`src/design/btc_pkg.sv`:
```
package btc_pkg;
    // ****************************************************
    // Register map
    // ****************************************************
    localparam int          ADDR_W         = 12;
    localparam logic [11:0] OFS_TUNING_CTL = 12'h808;
    localparam logic [31:0] TUNING_RESET   = 32'h0000_0400;
    // Reserved positions are dropped on write and read back as zero
    localparam logic [31:0] TUNING_WMASK   = 32'h80ff_ff1f;

    // ****************************************************
    // Field positions
    // ****************************************************
    localparam int BIT_ACCESS_BLOCK   = 31;
    localparam int BIT_PER_IMAGE      = 23;
    localparam int BIT_HOLD_BUSY      = 22;
    localparam int BIT_RETRY_HI       = 21;
    localparam int BIT_RETRY_LO       = 20;
    localparam int BIT_STALL_DISC     = 19;
    localparam int BIT_TABORT_MAP     = 18;
    localparam int BIT_FULL_BURST     = 17;
    localparam int BIT_SINGLE_BEAT    = 16;
    localparam int BIT_COUNT1_HI      = 15;
    localparam int BIT_COUNT1_LO      = 10;
    localparam int BIT_POSTED_BOOST   = 9;
    localparam int BIT_PORT_PARKING   = 8;
    localparam int BIT_PARITY_SENSE   = 4;
    localparam int BIT_ROM_ACCESS     = 3;
    localparam int BIT_ORDER_DISABLE  = 2;
    localparam int BIT_WAKE_RESET     = 1;
    localparam int BIT_INT_WAKE       = 0;

    // ****************************************************
    // Encodings and counts
    // ****************************************************
    localparam logic [8:0] RETRY_CAP_1   = 9'h080;
    localparam logic [8:0] RETRY_CAP_2   = 9'h100;
    localparam logic [8:0] RETRY_CAP_3   = 9'h180;
    localparam logic [2:0] FULL_PHASES   = 3'h4;
    localparam int         STALL_CLOCKS  = 8;
    localparam int         LRST_CYCLES   = 16;
endpackage

```
`src/design/btc_link_if.sv`:
```
`timescale 1ns/10ps
`default_nettype none
interface btc_link_if;
    import btc_pkg::*;
    // PCI side register access
    logic              pci_req;
    logic              pci_we;
    logic [ADDR_W-1:0] pci_addr;
    logic [31:0]       pci_wdata;
    logic              pci_ack;
    logic              pci_retry;
    logic [31:0]       pci_rdata;
    // Local processor register access
    logic              loc_req;
    logic              loc_we;
    logic [ADDR_W-1:0] loc_addr;
    logic [31:0]       loc_wdata;
    logic              loc_ack;
    logic [31:0]       loc_rdata;
    // Power management
    logic              power_d3hot;
    logic              pme_o;
    logic              pme_oe;

    modport dev (
        input  pci_req, pci_we, pci_addr, pci_wdata,
        output pci_ack, pci_retry, pci_rdata,
        input  loc_req, loc_we, loc_addr, loc_wdata,
        output loc_ack, loc_rdata,
        input  power_d3hot,
        output pme_o, pme_oe
    );
    modport host (
        output pci_req, pci_we, pci_addr, pci_wdata,
        input  pci_ack, pci_retry, pci_rdata,
        output loc_req, loc_we, loc_addr, loc_wdata,
        input  loc_ack, loc_rdata,
        output power_d3hot,
        input  pme_o, pme_oe
    );
endinterface
`default_nettype wire

```
`src/design/btc_device.sv`:
```
// Functional notes
// - Blocked PCI accesses are answered with retry
// - Block bit loads strap during reset
// - Local processor clears block, PCI then served
// - Serial ROM may load block; writes still allowed
// - Per-image select picks common or image counts
// - Hold bit keeps local bus busy between cycles
// - Keep hold bit clear with DMA memory controller
// - Retry limit codes: unlimited, 128, 256, 384
// - Stall disconnect after eight wait clocks
// - Target abort mapping gives local bus error
// - Master abort disable decides abort mapping
// - Full-burst bit forces four phase bursts
// - Single-beat bit selects single prefetch cycles
// - Image1 count resets 000001, bytes four times
// - Posted write boost selects improved dequeuing
// - Parity sense: zero even, one odd
// - ROM access enable when no ROM fitted
// - Ordering disable drops channel ordering
// - Wake from D3hot resets when enabled
// - Interrupt in D3hot may drive wake event
// - Set speed bits when ordering not needed
`timescale 1ns/10ps
`default_nettype none
module btc_device #(
    parameter int LRST_LEN  = btc_pkg::LRST_CYCLES,
    parameter int STALL_MAX = btc_pkg::STALL_CLOCKS
) (
    // Clock and reset
    input  wire logic       clk,
    input  wire logic       reset,
    // Link to host and local processor
    btc_link_if.dev         link,
    // Power-up straps
    input  wire logic       strap_access_block,
    input  wire logic       strap_rom_data,
    input  wire logic       strap_rom_present,
    // Serial ROM load
    input  wire logic       rom_load_valid,
    input  wire logic       rom_load_block,
    // Prefetch and target channel
    input  wire logic [5:0] prefetch_count_image0,
    input  wire logic       tgt_image,
    input  wire logic       tgt_cycle_active,
    input  wire logic       tgt_next_pending,
    input  wire logic       tgt_data_wait,
    output logic [7:0]      prefetch_bytes,
    output logic            local_bus_busy,
    output logic            prefetch_disconnect,
    // Master channel
    output logic [8:0]      retry_max,
    input  wire logic       pci_target_abort,
    input  wire logic       pci_master_abort,
    input  wire logic       delayed_cycle,
    input  wire logic       master_abort_map_disable,
    output logic            local_bus_error,
    output logic            local_normal_done,
    // Local burst shape
    input  wire logic [2:0] wr_phases_req,
    output logic [2:0]      burst_phases,
    output logic            prefetch_use_burst,
    output logic            slave_posted_write_boost,
    output logic            ordering_enforced,
    // Parity
    input  wire logic [31:0] parity_data,
    output logic            parity_bit,
    // Serial ROM
    output logic            serial_rom_enabled,
    // Power and reset
    input  wire logic       d3hot_wake_support,
    input  wire logic       local_interrupt_in,
    output logic            local_reset_out,
    output logic            internal_reset
);
    import btc_pkg::*;

    // ****************************************************
    // Decoding helpers
    // ****************************************************
    function automatic logic [8:0] retry_cap(input logic [1:0] code);
        logic [8:0] cap;
        cap = 9'h000;
        unique case (code)
            2'h1: cap = RETRY_CAP_1;
            2'h2: cap = RETRY_CAP_2;
            2'h3: cap = RETRY_CAP_3;
            2'h0: cap = 9'h000;
        endcase
        return cap;
    endfunction

    function automatic logic hits(input logic [ADDR_W-1:0] a);
        return a == OFS_TUNING_CTL;
    endfunction

    // ****************************************************
    // Control register and field views
    // ****************************************************
    logic [31:0] ctl;
    logic        rom_fitted;
    logic [31:0] next_ctl;

    wire access_block   = ctl[BIT_ACCESS_BLOCK];
    wire per_image      = ctl[BIT_PER_IMAGE];
    wire hold_bus_busy  = ctl[BIT_HOLD_BUSY];
    wire [1:0] retry_limit = ctl[BIT_RETRY_HI:BIT_RETRY_LO];
    wire stall_disc     = ctl[BIT_STALL_DISC];
    wire tabort_map     = ctl[BIT_TABORT_MAP];
    wire full_burst     = ctl[BIT_FULL_BURST];
    wire single_beat    = ctl[BIT_SINGLE_BEAT];
    wire [5:0] count1   = ctl[BIT_COUNT1_HI:BIT_COUNT1_LO];
    wire posted_boost   = ctl[BIT_POSTED_BOOST];
    wire port_parking   = ctl[BIT_PORT_PARKING];
    wire parity_odd     = ctl[BIT_PARITY_SENSE];
    wire rom_access     = ctl[BIT_ROM_ACCESS];
    wire order_disable  = ctl[BIT_ORDER_DISABLE];
    wire wake_reset     = ctl[BIT_WAKE_RESET];
    wire int_wake       = ctl[BIT_INT_WAKE];

    // ****************************************************
    // Register port
    // ****************************************************
    logic pci_ack;
    logic pci_retry;
    logic loc_ack;
    logic grant_pci;
    logic grant_loc;

    // A request still high in its acknowledge cycle is the old one
    wire pci_new   = link.pci_req & ~pci_ack;
    wire loc_new   = link.loc_req & ~loc_ack;
    wire pci_bump  = pci_new & access_block;
    wire pci_want  = pci_new & ~access_block;

    btc_port_arb u_arb (
        .clk       (clk),
        .reset     (reset),
        .pci_want  (pci_want),
        .loc_want  (loc_new),
        .parking   (port_parking),
        .grant_pci (grant_pci),
        .grant_loc (grant_loc)
    );

    wire pci_wr = grant_pci & link.pci_we & hits(link.pci_addr);
    wire loc_wr = grant_loc & link.loc_we & hits(link.loc_addr);
    wire [31:0] wr_data = grant_loc ? link.loc_wdata : link.pci_wdata;
    wire [31:0] rd_view = ctl & TUNING_WMASK;

    always_comb begin
        next_ctl = ctl;
        if (rom_load_valid) begin
            next_ctl[BIT_ACCESS_BLOCK] = rom_load_block;
        end
        if (pci_wr | loc_wr) begin
            next_ctl = wr_data & TUNING_WMASK;
        end
    end

    always_ff @(posedge clk) begin
        if (reset) begin
            ctl                   <= TUNING_RESET;
            ctl[BIT_ACCESS_BLOCK] <= strap_access_block;
            rom_fitted            <= strap_rom_data | strap_rom_present;
        end else begin
            ctl <= next_ctl;
        end
    end

    always_ff @(posedge clk) begin
        if (reset) begin
            pci_ack       <= 1'b0;
            pci_retry     <= 1'b0;
            loc_ack       <= 1'b0;
            link.pci_rdata <= 32'h0000_0000;
            link.loc_rdata <= 32'h0000_0000;
        end else begin
            pci_ack   <= grant_pci | pci_bump;
            pci_retry <= pci_bump;
            loc_ack   <= grant_loc;
            if (grant_pci) begin
                link.pci_rdata <= hits(link.pci_addr) ? rd_view : 32'h0000_0000;
            end
            if (grant_loc) begin
                link.loc_rdata <= hits(link.loc_addr) ? rd_view : 32'h0000_0000;
            end
        end
    end

    assign link.pci_ack   = pci_ack;
    assign link.pci_retry = pci_retry;
    assign link.loc_ack   = loc_ack;

    // ****************************************************
    // Target channel stall watch
    // ****************************************************
    logic [$clog2(STALL_MAX+1)-1:0] stall_cnt;
    wire stall_full = stall_cnt == ($clog2(STALL_MAX+1))'(STALL_MAX);

    always_ff @(posedge clk) begin
        if (reset || !tgt_data_wait) begin
            stall_cnt <= '0;
        end else if (!stall_full) begin
            stall_cnt <= stall_cnt + 1'b1;
        end
    end

    // ****************************************************
    // Power state and wake
    // ****************************************************
    logic       was_d3hot;
    logic [$clog2(LRST_LEN+1)-1:0] lrst_cnt;
    // Only the host-driven D3hot to D0 step counts, never a reset
    wire wake_step = was_d3hot & ~link.power_d3hot & wake_reset;

    always_ff @(posedge clk) begin
        if (reset) begin
            was_d3hot <= 1'b0;
            lrst_cnt  <= '0;
        end else begin
            was_d3hot <= link.power_d3hot;
            if (wake_step) begin
                lrst_cnt <= ($clog2(LRST_LEN+1))'(LRST_LEN);
            end else if (lrst_cnt != '0) begin
                lrst_cnt <= lrst_cnt - 1'b1;
            end
        end
    end

    // Open-drain wake request: drive low while enabled
    assign link.pme_o  = 1'b0;
    assign link.pme_oe = int_wake & d3hot_wake_support
                         & link.power_d3hot & local_interrupt_in;

    // ****************************************************
    // Registered mode outputs
    // ****************************************************
    wire [5:0] count_sel = (per_image & tgt_image) ? count1 : prefetch_count_image0;
    wire       abort_err = tabort_map ? pci_target_abort
                         : (pci_target_abort & ~master_abort_map_disable);

    always_ff @(posedge clk) begin
        if (reset) begin
            prefetch_bytes           <= 8'h00;
            local_bus_busy           <= 1'b0;
            prefetch_disconnect      <= 1'b0;
            retry_max                <= 9'h000;
            local_bus_error          <= 1'b0;
            local_normal_done        <= 1'b0;
            burst_phases             <= 3'h0;
            prefetch_use_burst       <= 1'b0;
            slave_posted_write_boost <= 1'b0;
            ordering_enforced        <= 1'b0;
            parity_bit               <= 1'b0;
            serial_rom_enabled       <= 1'b0;
            local_reset_out          <= 1'b0;
            internal_reset           <= 1'b0;
        end else begin
            prefetch_bytes      <= {count_sel, 2'h0};
            local_bus_busy      <= tgt_cycle_active
                                   | (hold_bus_busy & tgt_next_pending);
            prefetch_disconnect <= stall_disc & tgt_data_wait & stall_full;
            retry_max           <= retry_cap(retry_limit);
            local_bus_error     <= delayed_cycle & (abort_err
                                   | (pci_master_abort & ~master_abort_map_disable));
            local_normal_done   <= delayed_cycle & pci_target_abort & ~abort_err;
            burst_phases        <= full_burst ? FULL_PHASES : wr_phases_req;
            prefetch_use_burst  <= ~single_beat;
            slave_posted_write_boost <= posted_boost;
            ordering_enforced   <= ~order_disable;
            parity_bit          <= ^parity_data ^ parity_odd;
            serial_rom_enabled  <= rom_fitted | rom_access;
            local_reset_out     <= wake_step | (lrst_cnt > 1);
            internal_reset      <= wake_step;
        end
    end
endmodule
`default_nettype wire

```
`src/design/btc_port_arb.sv`:
```
`timescale 1ns/10ps
`default_nettype none
module btc_port_arb (
    // Clock and reset
    input  wire logic clk,
    input  wire logic reset,
    // Requests and mode
    input  wire logic pci_want,
    input  wire logic loc_want,
    input  wire logic parking,
    // Grants
    output logic      grant_pci,
    output logic      grant_loc
);
    import btc_pkg::*;

    logic last_loc;
    wire  both     = pci_want & loc_want;
    // Parking favours the bus that used the port last; otherwise PCI owns ties
    wire  tie_loc  = parking & last_loc;

    assign grant_pci = pci_want & ~(both & tie_loc);
    assign grant_loc = loc_want & ~grant_pci;

    always_ff @(posedge clk) begin
        if (reset) begin
            last_loc <= 1'b0;
        end else if (grant_pci | grant_loc) begin
            last_loc <= grant_loc;
        end
    end
endmodule
`default_nettype wire

```
`src/flat_wrapper.sv`:
```
// flat-port wrapper written by rule: the top's interface ports become plain ports
module btc_device_flat import btc_pkg::*;
#(
    parameter int LRST_LEN  = btc_pkg::LRST_CYCLES,
    parameter int STALL_MAX = btc_pkg::STALL_CLOCKS
)
  (clk, reset, strap_access_block, strap_rom_data, strap_rom_present, rom_load_valid, rom_load_block, prefetch_count_image0, tgt_image, tgt_cycle_active, tgt_next_pending, tgt_data_wait, prefetch_bytes, local_bus_busy, prefetch_disconnect, retry_max, pci_target_abort, pci_master_abort, delayed_cycle, master_abort_map_disable, local_bus_error, local_normal_done, wr_phases_req, burst_phases, prefetch_use_burst, slave_posted_write_boost, ordering_enforced, parity_data, parity_bit, serial_rom_enabled, d3hot_wake_support, local_interrupt_in, local_reset_out, internal_reset, link_pci_req, link_pci_we, link_pci_addr, link_pci_wdata, link_pci_ack, link_pci_retry, link_pci_rdata, link_loc_req, link_loc_we, link_loc_addr, link_loc_wdata, link_loc_ack, link_loc_rdata, link_power_d3hot, link_pme_o, link_pme_oe);
  btc_link_if link_i ();
  input  wire logic clk;
  input  wire logic reset;
  input  wire logic strap_access_block;
  input  wire logic strap_rom_data;
  input  wire logic strap_rom_present;
  input  wire logic rom_load_valid;
  input  wire logic rom_load_block;
  input  wire logic [5:0] prefetch_count_image0;
  input  wire logic tgt_image;
  input  wire logic tgt_cycle_active;
  input  wire logic tgt_next_pending;
  input  wire logic tgt_data_wait;
  output logic [7:0] prefetch_bytes;
  output logic local_bus_busy;
  output logic prefetch_disconnect;
  output logic [8:0] retry_max;
  input  wire logic pci_target_abort;
  input  wire logic pci_master_abort;
  input  wire logic delayed_cycle;
  input  wire logic master_abort_map_disable;
  output logic local_bus_error;
  output logic local_normal_done;
  input  wire logic [2:0] wr_phases_req;
  output logic [2:0] burst_phases;
  output logic prefetch_use_burst;
  output logic slave_posted_write_boost;
  output logic ordering_enforced;
  input  wire logic [31:0] parity_data;
  output logic parity_bit;
  output logic serial_rom_enabled;
  input  wire logic d3hot_wake_support;
  input  wire logic local_interrupt_in;
  output logic local_reset_out;
  output logic internal_reset;
  input wire logic [$bits(link_i.pci_req)-1:0] link_pci_req;
  input wire logic [$bits(link_i.pci_we)-1:0] link_pci_we;
  input wire logic [$bits(link_i.pci_addr)-1:0] link_pci_addr;
  input wire logic [$bits(link_i.pci_wdata)-1:0] link_pci_wdata;
  output wire logic [$bits(link_i.pci_ack)-1:0] link_pci_ack;
  output wire logic [$bits(link_i.pci_retry)-1:0] link_pci_retry;
  output wire logic [$bits(link_i.pci_rdata)-1:0] link_pci_rdata;
  input wire logic [$bits(link_i.loc_req)-1:0] link_loc_req;
  input wire logic [$bits(link_i.loc_we)-1:0] link_loc_we;
  input wire logic [$bits(link_i.loc_addr)-1:0] link_loc_addr;
  input wire logic [$bits(link_i.loc_wdata)-1:0] link_loc_wdata;
  output wire logic [$bits(link_i.loc_ack)-1:0] link_loc_ack;
  output wire logic [$bits(link_i.loc_rdata)-1:0] link_loc_rdata;
  input wire logic [$bits(link_i.power_d3hot)-1:0] link_power_d3hot;
  output wire logic [$bits(link_i.pme_o)-1:0] link_pme_o;
  output wire logic [$bits(link_i.pme_oe)-1:0] link_pme_oe;
  assign link_i.pci_req = link_pci_req;
  assign link_i.pci_we = link_pci_we;
  assign link_i.pci_addr = link_pci_addr;
  assign link_i.pci_wdata = link_pci_wdata;
  assign link_pci_ack = link_i.pci_ack;
  assign link_pci_retry = link_i.pci_retry;
  assign link_pci_rdata = link_i.pci_rdata;
  assign link_i.loc_req = link_loc_req;
  assign link_i.loc_we = link_loc_we;
  assign link_i.loc_addr = link_loc_addr;
  assign link_i.loc_wdata = link_loc_wdata;
  assign link_loc_ack = link_i.loc_ack;
  assign link_loc_rdata = link_i.loc_rdata;
  assign link_i.power_d3hot = link_power_d3hot;
  assign link_pme_o = link_i.pme_o;
  assign link_pme_oe = link_i.pme_oe;
  btc_device #(.LRST_LEN(LRST_LEN), .STALL_MAX(STALL_MAX)) u_core (.clk(clk), .reset(reset), .link(link_i), .strap_access_block(strap_access_block), .strap_rom_data(strap_rom_data), .strap_rom_present(strap_rom_present), .rom_load_valid(rom_load_valid), .rom_load_block(rom_load_block), .prefetch_count_image0(prefetch_count_image0), .tgt_image(tgt_image), .tgt_cycle_active(tgt_cycle_active), .tgt_next_pending(tgt_next_pending), .tgt_data_wait(tgt_data_wait), .prefetch_bytes(prefetch_bytes), .local_bus_busy(local_bus_busy), .prefetch_disconnect(prefetch_disconnect), .retry_max(retry_max), .pci_target_abort(pci_target_abort), .pci_master_abort(pci_master_abort), .delayed_cycle(delayed_cycle), .master_abort_map_disable(master_abort_map_disable), .local_bus_error(local_bus_error), .local_normal_done(local_normal_done), .wr_phases_req(wr_phases_req), .burst_phases(burst_phases), .prefetch_use_burst(prefetch_use_burst), .slave_posted_write_boost(slave_posted_write_boost), .ordering_enforced(ordering_enforced), .parity_data(parity_data), .parity_bit(parity_bit), .serial_rom_enabled(serial_rom_enabled), .d3hot_wake_support(d3hot_wake_support), .local_interrupt_in(local_interrupt_in), .local_reset_out(local_reset_out), .internal_reset(internal_reset));
endmodule
```
`config.mk`:
```
export PLATFORM = sky130hd
export DESIGN_NAME = btc_device_flat
export DESIGN_NICKNAME = d
export VERILOG_FILES = /design/src/design/btc_pkg.sv /design/src/design/btc_link_if.sv /design/src/design/btc_device.sv /design/src/design/btc_port_arb.sv /design/src/flat_wrapper.sv
export SDC_FILE = /design/constraint.sdc
export NUM_CORES = 1
export LEC_CHECK = 0
export BUFFER_PORTS_ARGS = -buffer_cell sky130_fd_sc_hd__buf_2
export CAP_MARGIN = 10
export CORE_MARGIN = 8
export CORE_UTILIZATION = 30
export DETAILED_ROUTE_END_ITERATION = 16
export GPL_TIMING_DRIVEN = 0
export SYNTH_ARGS = -nofsm -noshare
export SYNTH_HDL_FRONTEND = slang
export SYNTH_HIERARCHICAL = 1
export SYNTH_SLANG_ARGS = --single-unit
```
`constraint.sdc`:
```
create_clock -name clk -period 3.2 [get_ports clk]
set_input_delay 0.8 -clock clk [delete_from_list [all_inputs] [get_ports clk]]
set_output_delay 0.8 -clock clk [all_outputs]
set_load 0.01 [all_outputs]
```
Yosys cells after proc, flatten, opt, wreduce, memory -nomap -nowiden:

Cells that the tools add are included.

* add/sub/neg operators: 2
* order comparisons: 1
* eq/ne operators: 6
* muxes and demuxes: 12
* bitwise gates (word level): 46
* reduce and logical (&&, ||, !) cells: 9

Operator list (count)
* $mux W32: 5
* $pmux W9 S4: 1
* $reduce_xor A32 Y1: 1
* $and A1 B1 Y1: 27
* $eq A12 B12 Y1 const B: 2
* $mux W5: 2
* $not A1 Y1: 10
* $or A1 B1 Y1: 8
* $mux W6: 1
* $gt A5 B1 Y1 const B: 1
* $reduce_bool A5 Y1: 1
* $sub A5 B1 Y5 const B: 1
* $add A4 B1 Y4 const B: 1
* $eq A2 B2 Y1 const B: 2
* $eq A4 B4 Y1 const B: 1
* $reduce_or A2 Y1: 2
* $mux W3: 1
* $reduce_bool A3 Y1: 1
* $eq A2 B1 Y1 const B: 1
* $logic_not A2 Y1: 1
* $mux W1: 2
* $reduce_bool A2 Y1: 1
* $logic_not A1 Y1: 1
* $logic_or A1 B1 Y1: 1
* $xor A1 B1 Y1: 1

* register bits after elaboration: 132
* input bits: 151
* output and inout bits: 100
* logic and storage cells: 105

Longest topological paths before layout:

* depth in word-level cells: 14
* depth in mapped cells: 11
* gate-level depth less buffers: 8

Modules after synthesis:

Netlist, hierarchy kept.

Modules (own cells, without submodules)
* btc_device: times used 1, cells an instance 498, area an instance 4586.9 um^2
* btc_port_arb: times used 1, cells an instance 7, area an instance 55.1 um^2

Worst setup path after synthesis:

Ideal clock, no wire load.

* path type: input to register
* start point: in link_pci_req
* end point: reg u_core.ctl[31] (enable)
* data arrival time: 2.329 ns
* required time: 2.946 ns
* setup slack: 0.617 ns
* cell stages on the path: 9
* path buffers: 3
* cells stage by stage: nor3b_1 -> a21boi_0 -> buf_2 -> nor2b_1 -> and4_1 -> buf_2 -> a22o_1 -> buf_6 -> or3_1

* word-level cells in the longest chain between the ends: 12
* elaborated cells between the ends (all ways): 14
* those cells by class: bitwise (13); reduce/logical (1)

RTL lines
* start: declaration: line flat_wrapper.sv:43 `input wire logic [$bits(link_i.pci_req)-1:0] link_pci_req;`
* $and A1 B1 Y1 *: line btc_device.sv:130 `wire pci_new = link.pci_req & ~pci_ack;`
* $and A1 B1 Y1 *: line btc_device.sv:133 `wire pci_want = pci_new & ~access_block;`
* $and A1 B1 Y1: line btc_port_arb.sv:18 `wire both = pci_want & loc_want;`
* $and A1 B1 Y1: line btc_port_arb.sv:22 `assign grant_pci = pci_want & ~(both & tie_loc);`
* $not A1 Y1: line btc_port_arb.sv:22
* $and A1 B1 Y1 *: line btc_port_arb.sv:22
* $not A1 Y1 *: line btc_port_arb.sv:23 `assign grant_loc = loc_want & ~grant_pci;`
* $and A1 B1 Y1 *: line btc_port_arb.sv:23
* net u_core.grant_loc: line btc_device.sv:127 `logic grant_loc;`
* $and A1 B1 Y1 * (2 in a row): line btc_device.sv:146 `wire loc_wr = grant_loc & link.loc_we & hits(link.loc_addr);`
* $or A1 B1 Y1 *: line btc_device.sv:155 `if (pci_wr | loc_wr) begin`
* $reduce_bool A3 Y1 (no line) *
* end signal: indexed assignment: line btc_device.sv:163 `ctl[BIT_ACCESS_BLOCK] <= strap_access_block;`
* end signal: assignment: line btc_device.sv:166 `ctl <= next_ctl;`
* end: declaration: line btc_device.sv:99 `logic [31:0] ctl;`

The timed path passes the listed nets; every way through them passes the cells marked *.
A chain may end at the register's enable or synchronous reset.

Worst setup path in the final report:

* start point: in link_loc_req
* end point: reg u_core.ctl[31], data pin

* word-level cells in the longest chain between the ends: 12
* elaborated cells between the ends (all ways): 15
* those cells by class: mux (3); bitwise (12)

RTL lines
* start: declaration: line flat_wrapper.sv:50 `input wire logic [$bits(link_i.loc_req)-1:0] link_loc_req;`
* $and A1 B1 Y1 *: line btc_device.sv:131 `wire loc_new = link.loc_req & ~loc_ack;`
* net u_core.loc_new: line btc_device.sv:131
* $and A1 B1 Y1: line btc_port_arb.sv:18
* $and A1 B1 Y1: line btc_port_arb.sv:22
* $not A1 Y1: line btc_port_arb.sv:22
* $and A1 B1 Y1: line btc_port_arb.sv:22
* $not A1 Y1: line btc_port_arb.sv:23
* $and A1 B1 Y1 *: line btc_port_arb.sv:23
* net u_core.grant_loc: line btc_device.sv:127
* $and A1 B1 Y1 (2 in a row): line btc_device.sv:146
* $or A1 B1 Y1: line btc_device.sv:155
* $mux W32 *: line btc_device.sv:155
* $mux W32 *: line btc_device.sv:161 `if (reset) begin`

Marked as above.

==> flow_summary.yaml <==
sta:
  finalClockSkew_ps: 5.18
  total_negative_setup_slacks_ps: 0
  maxClockFrequency_mhz: 365
  finalSetupViolations: 0
  final.min_clock_period_ps: 2740
  final_hold_viol_count: 0
  timing.final.max_slew_violations: 0
  slew_headroom_pct: 41.8
  worstMarginPinSlew_ps: 873
  finalCritPeriodShare_pct: 85.7
  rsz0062_at_grt: "no"
clocking:
  post-cts-setup-buffers: 0
  cts_tree: "built"
  worst_skew_pair_later_pin_latency_ps: 340
  cts.repair.resized: 0
  cts_max_path_buffers: 2
  cts_htree_levels: 3
  inserted_clock_buffers: 9
  postCtsHoldBufs: 0
  ctsRootBufferMaster: "sky130_fd_sc_hd__clkbuf_16"
  clkSlewWorstSetupHoldPaths_ps: 70
  cts_sinks: 103
cells_and_area:
  antennaDiodeCount: 0
  fillers: 1561
  area_growth_pct: 35.1
  layout_commonest_cell: "sky130_fd_sc_hd__buf_2"
  multiInputGateArea_sq_um: 2270
  register_area_sq_um: 2080
  mostFrequentLayoutCells: "203 x sky130_fd_sc_hd__buf_2, 101 x sky130_fd_sc_hd__dfxtp_1, 81 x sky130_fd_sc_hd__nor2_1, 58 x sky130_fd_sc_hd__a21oi_1, 53 x sky130_fd_sc_hd__nor2b_1"
  num-nets-final: 900
  drive_gt1_share_pct: 36.9
  finalInstanceArea_sq_um: 6270
detailed_routing:
  drc: 0
  drtPass1Iterations: 4
  routed_wirelength_um: 15500
  viasPerCell: 4.40
  total_via_count_in_the_routed_design: 4124
  detail_route.wl_per_cell_um: 16.5
  dr.first_iter.drc_count: 227
  antenna_violating_nets_post_route: 0
yosys:
  synthFlopType: "sky130_fd_sc_hd__dfxtp_1"
  syn-cell-area_sq_um: 4640
  ys_async_rst_share_pct: 0
  number_of_cells_produced_by_synthesis: 505
  post_synth_num_cell_types: 39
  synth_warnings: 6
  synth_sequential_area_ratio_pct: 44.9
  synth_edf_count: 2
  synth.ff_latch_count: 103
  syn-mean-instance-area_sq_um: 9.19
global_route:
  global_route_wire_length_before_repair_um: 23900
  global_route.overflow_total: 0
  track_usage_pct: 15.6
  grt_use_met2_pct: 27.3
  grt_start_max_net_pins: 17
  antenna_found_initial: 1
  grt_use_met3_pct: 6.56
  top_usage_layer_grt: "met2"
  grt_util_met1_pct: 17.6
  first_global_vias: 4326
power_and_ir_drop:
  ir_drop_uv: 296
  static-leakage-power_nw: 2.95
  power.density_nw_per_um2: 472
placement:
  input_output_buffers: 200
  finalWeightedCongestion: 0.800
  dpl.hpwl_um: 12000
  post_dp_cell_area_sq_um: 5990
critical_path:
  cp_data_required_time_ps: 3270
  crit_arrival_ps: 2810
  setup.worst_path.start_class: "primary input"
  register_to_register_setup_slack_ps: 640
  crit_fanout: 10
  worst_flop_to_flop_path_endpoint: "u_core/ctl[31]$_DFFE_PP_"
  reg2regPathDepth: 9
  r2r_start: "u_core/ctl[31]$_DFFE_PP_"
  end_kind: "flip-flop"
  timing.setup.critical_path_class: "primary input to flip-flop"
hold_path:
  min_delay_worst_endpoint: "u_core/serial_rom_enabled$_SDFF_PP0_"
  min_delay_path_depth: 2
  min_path_type: "flip-flop to flip-flop"
  hold_path.startpoint: "u_core/rom_fitted$_DFFE_PP_"
floorplan:
  chipHeight_um: 140
  fp.dieArea_sq_um: 19700
  num_rows: 45
  core-area_sq_um: 15100
  i_o_pin_cnt: 251
  start_util_pct: 30.6
  die_w_um: 140
outcome:
  status: "finished clean"
run:
  timing.max_cap.violations: 0
critical path, stage by stage:
cell and delay (ps):
sky130_fd_sc_hd__buf_2 80, sky130_fd_sc_hd__nor2b_1 240, sky130_fd_sc_hd__a21boi_0 190, sky130_fd_sc_hd__buf_2 340, sky130_fd_sc_hd__nor2b_1 180, sky130_fd_sc_hd__and4_1 170, sky130_fd_sc_hd__buf_2 170, sky130_fd_sc_hd__a22o_1 170
sky130_fd_sc_hd__buf_6 150, sky130_fd_sc_hd__mux2i_1 220, sky130_fd_sc_hd__o21ai_1 90
per-stage QoR:
stage	power [mW]	hold slack (ps)	cells	util (%)	setup WS, ps
CTS	3.01	456	938	41.4	450
global placement	1.93	441	922	39.5	120
global route	3.12	494	938	41.4	186
floorplan	1.75	427	534	-	617
detailed placement	1.93	441	922	39.5	85.5
finish	2.96	453	938	41.4	457
power breakdown:
part	total [mW]	switching (mW)	leakage, nW	internal [mW]
sequential	1.36	0.0258	0.840	1.33
clock	1.06	0.487	0.145	0.574
combinational	0.539	0.265	1.96	0.273
total	2.96	0.778	2.95	2.18
how the worst max path moves through the flow:
| stage | end | startpoint | depth (start not counted) | slack, ps |
|---|---|---|---|---|
| 6_report | u_core/ctl[31]$_DFFE_PP_ | link_loc_req | 11 | 460 |
| 5_1_grt | u_core/ctl[10]$_SDFFE_PP1P_ | link_loc_req | 12 | 190 |
| 4_1_cts | u_core/ctl[31]$_DFFE_PP_ | link_loc_req | 11 | 450 |
| 3_5_place_dp | u_core/ctl[31]$_DFFE_PP_ | link_loc_req | 11 | 90 |
| 3_3_place_gp | u_core/ctl[31]$_DFFE_PP_ | link_loc_req | 11 | 120 |
| 2_1_floorplan | u_core/ctl[31]$_DFFE_PP_ | link_pci_req | 9 | 620 |
per-layer routing:
metal	wire length, um	part of all wire, %	vias up
met1	6480	42	1874
met2	7680	50	142
li1	-	-	2102
met3	1310	8.4	4
met4	36	0.23	2
met5	10	0.064	-
cell type report:
cell class                 count  area share (%)
inverter                       7           0.419
multi-input combinational    365            36.3
clock inverter                 5           0.479
tap                          188            3.75
sequential                   103            33.2
buffer                        59            5.87
clock buffer                  11            4.05
timing repair buffer         200            16.0
synth_stat cells, types with 4 or more instances:
| cell type | n | area, sq um |
|---|---|---|
| sky130_fd_sc_hd__xnor2_1 | 28 | 245 |
| sky130_fd_sc_hd__nor4b_1 | 4 | 35.0 |
| sky130_fd_sc_hd__nor2b_1 | 53 | 332 |
| sky130_fd_sc_hd__nand2_1 | 14 | 52.6 |
| sky130_fd_sc_hd__nand3_1 | 8 | 40.0 |
| sky130_fd_sc_hd__mux2i_1 | 22 | 220 |
| sky130_fd_sc_hd__ha_1 | 4 | 50.1 |
| sky130_fd_sc_hd__dfxtp_1 | 101 | 2020 |
| sky130_fd_sc_hd__buf_4 | 32 | 240 |
| sky130_fd_sc_hd__clkbuf_1 | 19 | 71.3 |
| sky130_fd_sc_hd__a211oi_2 | 20 | 250 |
| sky130_fd_sc_hd__nand2b_1 | 4 | 25.0 |
| sky130_fd_sc_hd__inv_1 | 7 | 26.3 |
| sky130_fd_sc_hd__nor3_1 | 6 | 30.0 |
| sky130_fd_sc_hd__and4_1 | 4 | 35.0 |
| sky130_fd_sc_hd__nor2_1 | 81 | 304 |
| sky130_fd_sc_hd__a21oi_1 | 58 | 290 |
registers in the layout (all words and copies together), names as in the netlist, 2 cells and up:
signal	cells
u_core/retry_max	2
u_core/prefetch_bytes	6
u_core/link.loc_rdata	22
u_core/stall_cnt	4
u_core/link.pci_rdata	22
u_core/burst_phases	3
u_core/lrst_cnt	5
u_core/ctl	22
cells by family after synthesis:
group / synth area share (%)
mux: 5.55
fa+ha+maj: 1.08
buf+inv: 8.49
other cells: 0.0808
flops: 44.9
xor+xnor: 6.82
compound gates: 12.9
simple gates: 20.2
No activity file was read; power rests on OpenSTA's default activity.
